**config.mk**
```make
export PLATFORM = sky130hd
export DESIGN_NAME = mss_top
export DESIGN_NICKNAME = d
export VERILOG_FILES = /design/src/mss_pkg.sv /design/src/mss_top.sv
export SDC_FILE = /design/constraint.sdc
export NUM_CORES = 2
export LEC_CHECK = 0
export BUFFER_PORTS_ARGS = -buffer_cell sky130_fd_sc_hd__buf_4
export CAP_MARGIN = 10
export CORE_UTILIZATION = 30
export DETAILED_ROUTE_END_ITERATION = 6
export GPL_TIMING_DRIVEN = 0
export PLACE_DENSITY = 0.43
export SYNTH_ARGS = -nofsm -noshare
export SYNTH_HDL_FRONTEND = slang
export SYNTH_SLANG_ARGS = --single-unit
```
**constraint.sdc**
```tcl
create_clock -name clk -period 8.1 [get_ports clk]
set_input_delay 1.62 -clock clk [delete_from_list [all_inputs] [get_ports clk]]
set_output_delay 1.62 -clock clk [all_outputs]
set_load 0.005 [all_outputs]
```
**src/mss_pkg.sv**
```systemverilog
package mss_pkg;
   // register byte offsets
   localparam logic [5:0] OFS_CTRL = 6'h00;
   localparam logic [5:0] OFS_START = 6'h04;
   localparam logic [5:0] OFS_WAIT = 6'h08;
   localparam logic [5:0] OFS_HLIM = 6'h0C;
   localparam logic [5:0] OFS_EVEN = 6'h10;
   localparam logic [5:0] OFS_STAT = 6'h14;
   localparam logic [5:0] OFS_IST = 6'h18;
   localparam logic [5:0] OFS_IMSK = 6'h1C;
   localparam logic [5:0] OFS_TIME = 6'h20;
   localparam logic [5:0] OFS_LSEL = 6'h24;
   localparam logic [5:0] OFS_LOG0 = 6'h28;
   localparam logic [5:0] OFS_LOG4 = 6'h38;
   // control bit positions
   localparam int CTL_HEAT = 0;
   localparam int CTL_SWEN = 1;
   localparam int CTL_SWNC = 2;
   localparam int CTL_STALL = 3;
   localparam int EVEN_OFF = 8;
   // event bit positions
   localparam int EV_MAXST = 0;
   localparam int EV_SETST = 1;
   localparam int EV_NOSW = 2;
   localparam int EV_START = 3;
   localparam int EV_SETTRIP = 4;
   localparam int EV_CAPTRIP = 5;
   localparam int EV_BLK = 6;
   localparam int NEV = 7;
   localparam int LOG_DEPTH = 12;
   // settings in 5 ms steps, 40 ms default
   localparam int STEP_MS = 5;
   localparam logic [18:0] START_DEF = 19'h00008;
   localparam logic [18:0] WAIT_DEF = 19'h00008;
   localparam logic [31:0] HLIM_DEF = 32'h0001_0000;
   localparam logic [6:0] EVEN_DEF = 7'h7F;
   localparam logic [7:0] PCT_FULL = 8'h64;
   // timing
   localparam int CLK_HZ = 100_000_000;
   localparam int TICK_MS = 1;
   localparam int TICK_CYC = CLK_HZ / 1000 * TICK_MS;
   // settings
   typedef struct packed {
      logic heat; logic swen; logic swnc; logic stall;
      logic [18:0] st; logic [18:0] wt; logic [31:0] hlim;
      logic [6:0] on_en; logic [6:0] off_en; logic [6:0] imsk;
   } mss_cfg_t;
   // measurement inputs
   typedef struct packed {
      logic [15:0] i1; logic [15:0] i2; logic [15:0] i3;
      logic [7:0] cap; logic [1:0] grp;
   } mss_meas_t;
   // operation record
   typedef struct packed {
      logic [31:0] ts; logic [7:0] ev; logic [23:0] dur;
      logic [7:0] pct; mss_meas_t m;
   } mss_rec_t;
   // whole block state
   typedef struct packed {
      logic [31:0] div; logic [31:0] now; logic s1; logic s2;
      mss_cfg_t cfg; logic [23:0] dur; logic [31:0] acc;
      logic [23:0] frac; logic [7:0] pct; logic seen; logic nosw;
      logic [6:0] lv; logic trip; logic [6:0] ist; logic irq;
      logic [3:0] sel; logic [31:0] rdata; mss_rec_t [11:0] log;
   } mss_st_t;
endpackage : mss_pkg

```
**src/mss_top.sv**
```systemverilog
`timescale 1ns/1ps
`default_nettype none
// Function
// starting time set in 5 ms steps
// definite mode times condition against setting
// heating mode integrates current squared instead
// missing tacho contact within wait halts start
// tacho contact polarity open or closed
// tacho supervision enable, default off
// starts only or starts and stall
// start output while condition pends trip
// trip when pick-up and time met
// blocked when started but inhibited
// per event store on, off or both
// every stored event carries time stamp
// on and off events per kind
// keep twelve newest records, drop oldest
// record holds time, event, duration, currents
// blocking suppresses trip, start still tracked
module mss_top #(
   parameter int TICK_CYC = mss_pkg::TICK_CYC
) (
   // clock and reset
   input wire logic clk,
   input wire logic arst_n,
   // register port
   input wire logic [5:0] addr,
   input wire logic [31:0] wdata,
   input wire logic wr,
   input wire logic rd,
   output logic [31:0] rdata,
   // motor side
   input wire logic stall_cond,
   input wire logic motor_starting,
   input wire logic blk,
   input wire logic tacho_contact,
   input wire mss_pkg::mss_meas_t meas,
   // outputs
   output logic start_o,
   output logic trip_o,
   output logic blocked_o,
   output logic irq_o
);
   // refuse a divider that cannot count
   if (TICK_CYC < 2) begin : g_chk
      $error("TICK_CYC must be at least 2");
   end

   mss_pkg::mss_st_t q; // registered state
   mss_pkg::mss_st_t n; // next state
   logic cond; // supervised condition
   logic tick; // one millisecond enable
   logic sw_on; // tacho active after polarity
   logic [23:0] set_ms; // starting time in ms
   logic [23:0] wait_ms; // tacho wait in ms
   logic [31:0] sq; // square of largest current
   logic [15:0] imax; // largest phase current
   logic [6:0] lv; // event levels
   logic [6:0] rise; // on edges
   logic [6:0] fall; // off edges
   logic [6:0] ist_clr; // write-one-to-clear bits
   logic store; // a record is taken
   logic [7:0] ev_code; // recorded event code

   // one word of a record
   function automatic logic [31:0] rec_word(input mss_pkg::mss_rec_t r,
                                            input logic [5:0] a);
      logic [31:0] w;
      w = 32'h0000_0000;
      case (a)
         mss_pkg::OFS_LOG0: w = r.ts;
         6'h2C: w = {r.ev, r.pct, r.m.cap, 6'h00, r.m.grp};
         6'h30: w = {8'h00, r.dur};
         6'h34: w = {r.m.i1, r.m.i2};
         mss_pkg::OFS_LOG4: w = {16'h0000, r.m.i3};
         default: w = 32'h0000_0000;
      endcase
      return w;
   endfunction : rec_word

   // next state
   always_comb begin
      n = q;
      ist_clr = 7'h00;
      store = 1'b0;
      ev_code = 8'h00;
      // millisecond divider and time stamp clock
      tick = (q.div == 32'(TICK_CYC - 1));
      n.div = tick ? 32'h0000_0000 : q.div + 32'h0000_0001;
      if (tick) begin
         n.now = q.now + 32'h0000_0001;
      end
      // tacho contact synchroniser
      n.s1 = tacho_contact;
      n.s2 = q.s1;
      sw_on = q.s2 ^ q.cfg.swnc;
      // start only or start and stall
      cond = stall_cond & (q.cfg.stall | motor_starting);
      set_ms = 24'(q.cfg.st) * 24'(mss_pkg::STEP_MS);
      wait_ms = 24'(q.cfg.wt) * 24'(mss_pkg::STEP_MS);
      imax = (meas.i1 > meas.i2) ? meas.i1 : meas.i2;
      imax = (meas.i3 > imax) ? meas.i3 : imax;
      sq = imax * imax;
      // duration, heating and set-time share
      if (!cond) begin
         n.dur = 24'h00_0000;
         n.acc = 32'h0000_0000;
         n.frac = 24'h00_0000;
         n.pct = 8'h00;
         n.seen = 1'b0;
      end else if (tick) begin
         if (q.dur != 24'hFF_FFFF) begin
            n.dur = q.dur + 24'h00_0001;
         end
         if (q.acc <= 32'hFFFF_FFFF - {8'h00, sq[31:8]}) begin
            n.acc = q.acc + {8'h00, sq[31:8]};
         end else begin
            n.acc = 32'hFFFF_FFFF;
         end
         n.frac = q.frac + 24'(mss_pkg::PCT_FULL);
         if (sw_on) begin
            n.seen = 1'b1;
         end
      end else begin
         if (set_ms == 24'h00_0000) begin
            n.pct = 8'hFF;
         end else if (q.frac >= set_ms && q.pct != 8'hFF) begin
            n.frac = q.frac - set_ms; // one percent per pass
            n.pct = q.pct + 8'h01;
         end
         if (sw_on) begin
            n.seen = 1'b1;
         end
      end
      // tacho not received within wait
      n.nosw = cond & (q.nosw | (q.cfg.swen & ~q.seen & ~sw_on
                                 & (q.dur >= wait_ms)));
      // event levels
      lv[mss_pkg::EV_SETST] = cond & ~q.cfg.heat & (q.dur >= set_ms);
      lv[mss_pkg::EV_MAXST] = cond & q.cfg.heat & (q.acc >= q.cfg.hlim);
      lv[mss_pkg::EV_NOSW] = q.nosw;
      lv[mss_pkg::EV_START] = cond;
      lv[mss_pkg::EV_SETTRIP] = lv[mss_pkg::EV_SETST] & ~blk;
      lv[mss_pkg::EV_CAPTRIP] = lv[mss_pkg::EV_MAXST] & ~blk;
      lv[mss_pkg::EV_BLK] = cond & blk;
      n.lv = lv;
      n.trip = ~blk & (lv[mss_pkg::EV_SETST] | lv[mss_pkg::EV_MAXST]
                       | q.nosw);
      rise = lv & ~q.lv;
      fall = ~lv & q.lv;
      // pick one stored edge, lowest kind first
      for (int i = mss_pkg::NEV - 1; i >= 0; i--) begin
         if (rise[i] & q.cfg.on_en[i]) begin
            store = 1'b1;
            ev_code = {4'h1, 4'(i)};
         end else if (fall[i] & q.cfg.off_en[i]) begin
            store = 1'b1;
            ev_code = {4'h0, 4'(i)};
         end
      end
      // newest record at index 0, oldest falls off
      if (store) begin
         for (int i = mss_pkg::LOG_DEPTH - 1; i > 0; i--) begin
            n.log[i] = q.log[i-1];
         end
         n.log[0].ts = q.now;
         n.log[0].ev = ev_code;
         n.log[0].dur = q.dur;
         n.log[0].pct = q.pct;
         n.log[0].m = meas;
      end
      // register writes
      if (wr) begin
         case (addr)
            mss_pkg::OFS_CTRL: begin
               n.cfg.heat = wdata[mss_pkg::CTL_HEAT];
               n.cfg.swen = wdata[mss_pkg::CTL_SWEN];
               n.cfg.swnc = wdata[mss_pkg::CTL_SWNC];
               n.cfg.stall = wdata[mss_pkg::CTL_STALL];
            end
            mss_pkg::OFS_START: n.cfg.st = wdata[18:0];
            mss_pkg::OFS_WAIT: n.cfg.wt = wdata[18:0];
            mss_pkg::OFS_HLIM: n.cfg.hlim = wdata;
            mss_pkg::OFS_EVEN: begin
               n.cfg.on_en = wdata[6:0];
               n.cfg.off_en = wdata[mss_pkg::EVEN_OFF +: 7];
            end
            mss_pkg::OFS_IST: ist_clr = wdata[6:0];
            mss_pkg::OFS_IMSK: n.cfg.imsk = wdata[6:0];
            mss_pkg::OFS_TIME: n.now = wdata;
            mss_pkg::OFS_LSEL: n.sel = wdata[3:0];
            default: ; // unmapped writes ignored
         endcase
      end
      // sticky status, a new edge beats the clear
      n.ist = (q.ist & ~ist_clr) | rise;
      n.irq = |(n.ist & n.cfg.imsk);
      // register reads, data in the next cycle
      n.rdata = 32'h0000_0000;
      if (rd) begin
         case (addr)
            mss_pkg::OFS_CTRL: n.rdata = {28'h000_0000, q.cfg.stall, q.cfg.swnc,
                                          q.cfg.swen, q.cfg.heat};
            mss_pkg::OFS_START: n.rdata = {13'h0000, q.cfg.st};
            mss_pkg::OFS_WAIT: n.rdata = {13'h0000, q.cfg.wt};
            mss_pkg::OFS_HLIM: n.rdata = q.cfg.hlim;
            mss_pkg::OFS_EVEN: n.rdata = {17'h0_0000, q.cfg.off_en, 1'b0,
                                          q.cfg.on_en};
            mss_pkg::OFS_STAT: n.rdata = {q.pct, q.dur[15:0], q.trip, q.lv};
            mss_pkg::OFS_IST: n.rdata = {25'h000_0000, q.ist};
            mss_pkg::OFS_IMSK: n.rdata = {25'h000_0000, q.cfg.imsk};
            mss_pkg::OFS_TIME: n.rdata = q.now;
            mss_pkg::OFS_LSEL: n.rdata = {28'h000_0000, q.sel};
            default: begin
               if (addr >= mss_pkg::OFS_LOG0 && addr <= mss_pkg::OFS_LOG4
                   && q.sel < 4'(mss_pkg::LOG_DEPTH)) begin
                  n.rdata = rec_word(q.log[q.sel], addr);
               end
            end
         endcase
      end
   end

   // state register
   always_ff @(posedge clk or negedge arst_n) begin
      if (!arst_n) begin
         // everything clear, then the documented setting defaults
         q <= '0;
         q.cfg.st <= mss_pkg::START_DEF;
         q.cfg.wt <= mss_pkg::WAIT_DEF;
         q.cfg.hlim <= mss_pkg::HLIM_DEF;
         q.cfg.on_en <= mss_pkg::EVEN_DEF;
         q.cfg.off_en <= mss_pkg::EVEN_DEF;
      end else begin
         q <= n;
      end
   end

   // outputs straight from flops
   assign rdata = q.rdata;
   assign start_o = q.lv[mss_pkg::EV_START];
   assign trip_o = q.trip;
   assign blocked_o = q.lv[mss_pkg::EV_BLK];
   assign irq_o = q.irq;
endmodule : mss_top
`default_nettype wire

```
==> impl_metrics.py <==
metrics = {
    "hold_path": {
        "hold_depth": 0,
        "min_to": "q[1797]",
        "min_from": "n[1797]",
        "hold_class": "flop to flop",
    },
    "sta": {
        "min_period_over_period_pct": 147.4,
        "worstMarginPinSlew_ns": 1.323,
        "setup_tns_ns": -119.62,
        "fmax_ghz": 0.08377,
        "skew_ns": 0.06704,
        "slew_headroom_pct": 11.83,
        "setup_viol": 32,
        "whs_ns": 0.4132,
        "rsz0062_at_grt": "true",
        "hold_violations": 0,
        "final.setup.worst_slack_ns": -3.838,
        "layout_min_cycle_time_ns": 11.94,
        "slew_viol_final": 0,
    },
    "yosys": {
        "ys_ff_latch": 1815,
        "ys_types": 83,
        "synth_cells": 7158,
        "netlist_area_mm2": 0.09619,
        "ys.warnings.count": 0,
        "avgSynthCellArea_um2": 13.44,
        "yosysTopAreaCell": "dfrtp_1",
        "synth_top_area_share_pct": 46.78,
        "ys.flop_type": "dfrtp_1",
        "synth_seq_area_share_pct": 47.24,
        "async_reset_ff_share_pct": 100.0,
        "synth_edf_count": 0,
        "yosys-top-cells-area": "dfrtp_1, mux2_2, mux4_2",
        "synth_nets": 7750,
    },
    "clock_tree": {
        "numCtsBuffers": 213,
        "cts.sinks": 1815,
        "clkLatencyLatePin_ns": 0.93,
        "clkSlewWorstSetupHoldPaths_ns": 0.06,
        "cts_max_path_buffers": 4,
        "cts_tree": "done",
        "htree_num_levels": 4,
        "clockRootBuffer": "clkbuf_16",
    },
    "die": {
        "ios": 140,
        "coreArea_mm2": 0.3186,
        "dieArea_mm2": 0.3229,
        "initial_utilization_pct": 30.19,
        "die-width_um": 568.2,
        "rows": 207,
        "fp.dieH_um": 568.2,
    },
    "route": {
        "drt-total-wl_um": 378200,
        "routed-via-count": 64010,
        "first_pass_iters": 7,
        "drc": 5,
        "routedWlPerCell_um": 31.39,
        "drtIter0Drc": 5798,
        "ant_nets": 0,
        "via_per_inst": 5.313,
    },
    "global_routing": {
        "grt_util_met1_pct": 32.31,
        "overflow": 0,
        "antenna_found_initial": 43,
        "grt_pass1_vias": 65562,
        "grt_use_met3_pct": 4.293,
        "grtUsageTotal_pct": 23.22,
        "grt_max_degree": 177,
        "top_usage_layer": "met2",
        "grt_pass1_wl_um": 528000,
        "grt_use_met2_pct": 35.73,
    },
    "power": {
        "p_leak_nw": 52.28,
        "pwr_density_cell_mw_per_mm2": 485.2,
        "vdd_drop_max_mv": 1.919,
        "total_power_mw": 54.88,
    },
    "final_layout": {
        "drive_gt1_share_pct": 37.85,
        "final_cells": 12047,
        "area_growth_pct": 17.59,
        "n_fill_cell": 30915,
        "final_core_util_pct": 35.50,
        "fin_nets": 8277,
    },
    "worst_setup_path": {
        "startpoint_type": "input pin",
        "required_ns": 8.91,
        "r2r-start": "q[1776]",
        "worstPathArrival_ns": 12.75,
        "crit_fanout": 9,
        "worstReg2RegEnd": "q[778]",
        "slowest_stage": "fa_1",
        "critPathMaxStageDelay_ns": 0.52,
        "end_kind": "flop",
        "rrSetupSlack_ns": 0.30,
        "path_common_cell": "fa_1",
        "ff2ff_path_depth": 27,
        "critPathKind": "input pin to flop",
    },
    "placed_design": {
        "dp_hpwl_um": 285900,
        "place_inst": 11514,
        "port_buffers": 132,
        "gp_congestion": 0.9465,
    },
    "job": {
        "cap_violations": 0,
    },
    "run_status": {
        "status": "finished with violations",
        "violations": "DRC, setup timing",
    },
}
area by class of cell:
class,instances,area (um^2),area share (%)
Tap cell,4180,5230,4.624
Inverter,341,1358,1.200
Sequential cell,1815,45440,40.18
Multi-Input combinational cell,4576,47990,42.43
Buffer,425,2856,2.525
Timing Repair Buffer,313,3202,2.831
Clock inverter,61,635.6,0.5620
Antenna cell,12,30.03,0.02655
Clock buffer,324,6360,5.623
Yosys cell counts (all sizes together), types with 13 or more instances:
master	number
a211oi	18
a21o	86
a21oi	248
a222oi	38
a22oi	53
a31oi	61
and3	49
buf	263
clkbuf	163
dfrtp	1798
dfstp	17
fa	163
ha	325
inv	335
mux2	1619
mux2i	144
mux4	378
nand2	243
nand2b	31
nand3	79
nand4	50
nor2	308
nor2b	30
nor3	60
nor4	21
o21a	13
o21ai	126
o21bai	15
o22ai	59
or3	19
or4	17
xnor2	96
xor2	83
metrics by stage:
step | instance area (um^2) | setup WS, ns
finish | 113100 | -3.838
global route | 113100 | -4.297
CTS | 112200 | -3.869
detailed placement | 103700 | -6.132
global placement | 102800 | -18.34
floorplan | 96580 | -3.774
worst max-delay path, delay by kind of cell:
kind / cells / cell delay (ns)
AO/OA/AOI/OAI: 21 / 4.33
XOR/XNOR: 1 / 0.17
adder cells (fa/ha/maj): 10 / 3.91
buffers and inverters: 10 / 0.97
multiplexers: 1 / 0.40
AND/OR/NAND/NOR: 10 / 1.35
cell families (layout without fill, tap and decap cells):
kind of cell | Yosys count | after routing | synth area share, %
AO/OA/AOI/OAI | 811 | 811 | 5.462
XOR/XNOR | 179 | 179 | 1.630
adder cells (fa/ha/maj) | 488 | 488 | 7.620
buffers and inverters | 767 | 1464 | 4.019
flip-flops | 1815 | 1815 | 47.24
multiplexers | 2141 | 2141 | 29.30
other | 0 | 12 | 0
AND/OR/NAND/NOR | 957 | 957 | 4.725
worst max-delay path by stage:
| stage | start | endpoint | slack, ns | cells past startpoint |
|---|---|---|---|---|
| after CTS | meas[27] | q[1662] | -3.87 | 58 |
| final | meas[27] | q[1674] | -3.84 | 53 |
| after floorplan | meas[27] | q[1674] | -3.77 | 51 |
| after detailed placement | meas[41] | q[1662] | -6.13 | 46 |
| after global routing | meas[27] | q[1652] | -4.30 | 59 |
| after global placement | arst_n | q[3] | -18.34 | 1 |
routing by layer:
metal	wire length, um	vias up
li1	-	27235
met1	168500	34337
met2	169100	1936
met3	24250	490
met4	16180	12
met5	87	-
cell usage in the layout, fill, tap and decap left out, drive strengths merged, types with 12 or more instances in the layout:
cell    instances
dfrtp        1798
mux2         1619
buf           573
clkbuf        489
mux4          378
inv           338
ha            325
nor2          308
a21oi         248
nand2         243
fa            163
mux2i         144
o21ai         126
xnor2          96
a21o           86
xor2           83
nand3          79
a31oi          61
nor3           60
o22ai          59
a22oi          53
nand4          50
and3           49
clkinv         47
a222oi         38
nand2b         31
nor2b          30
nor4           21
or3            19
a211oi         18
dfstp          17
or4            17
o21bai         15
o21a           13
diode          12
sequential cells by signal, indices dropped and copies added, names as in the netlist:
name	count
lv	1
rdata	32
q	1777
blocked_o	1
trip_o	1
start_o	1
n	1
irq_o	1
power by group:
group	switching (mW)	internal [mW]
clock	4.15	5.63
sequential	1.71	10.7
combinational	17.6	15.1
what timing repair did:
| action | CTS | global route |
|---|---|---|
| gates cloned | 4 | 1 |
| resized for setup | 157 | 116 |
| endpoints found under the setup margin | 66 | 171 |
| hold buffers | 0 | 0 |
| pin swaps | 56 | 45 |
| setup buffers | 91 | 37 |
Power figures use the tool's default switching activity.
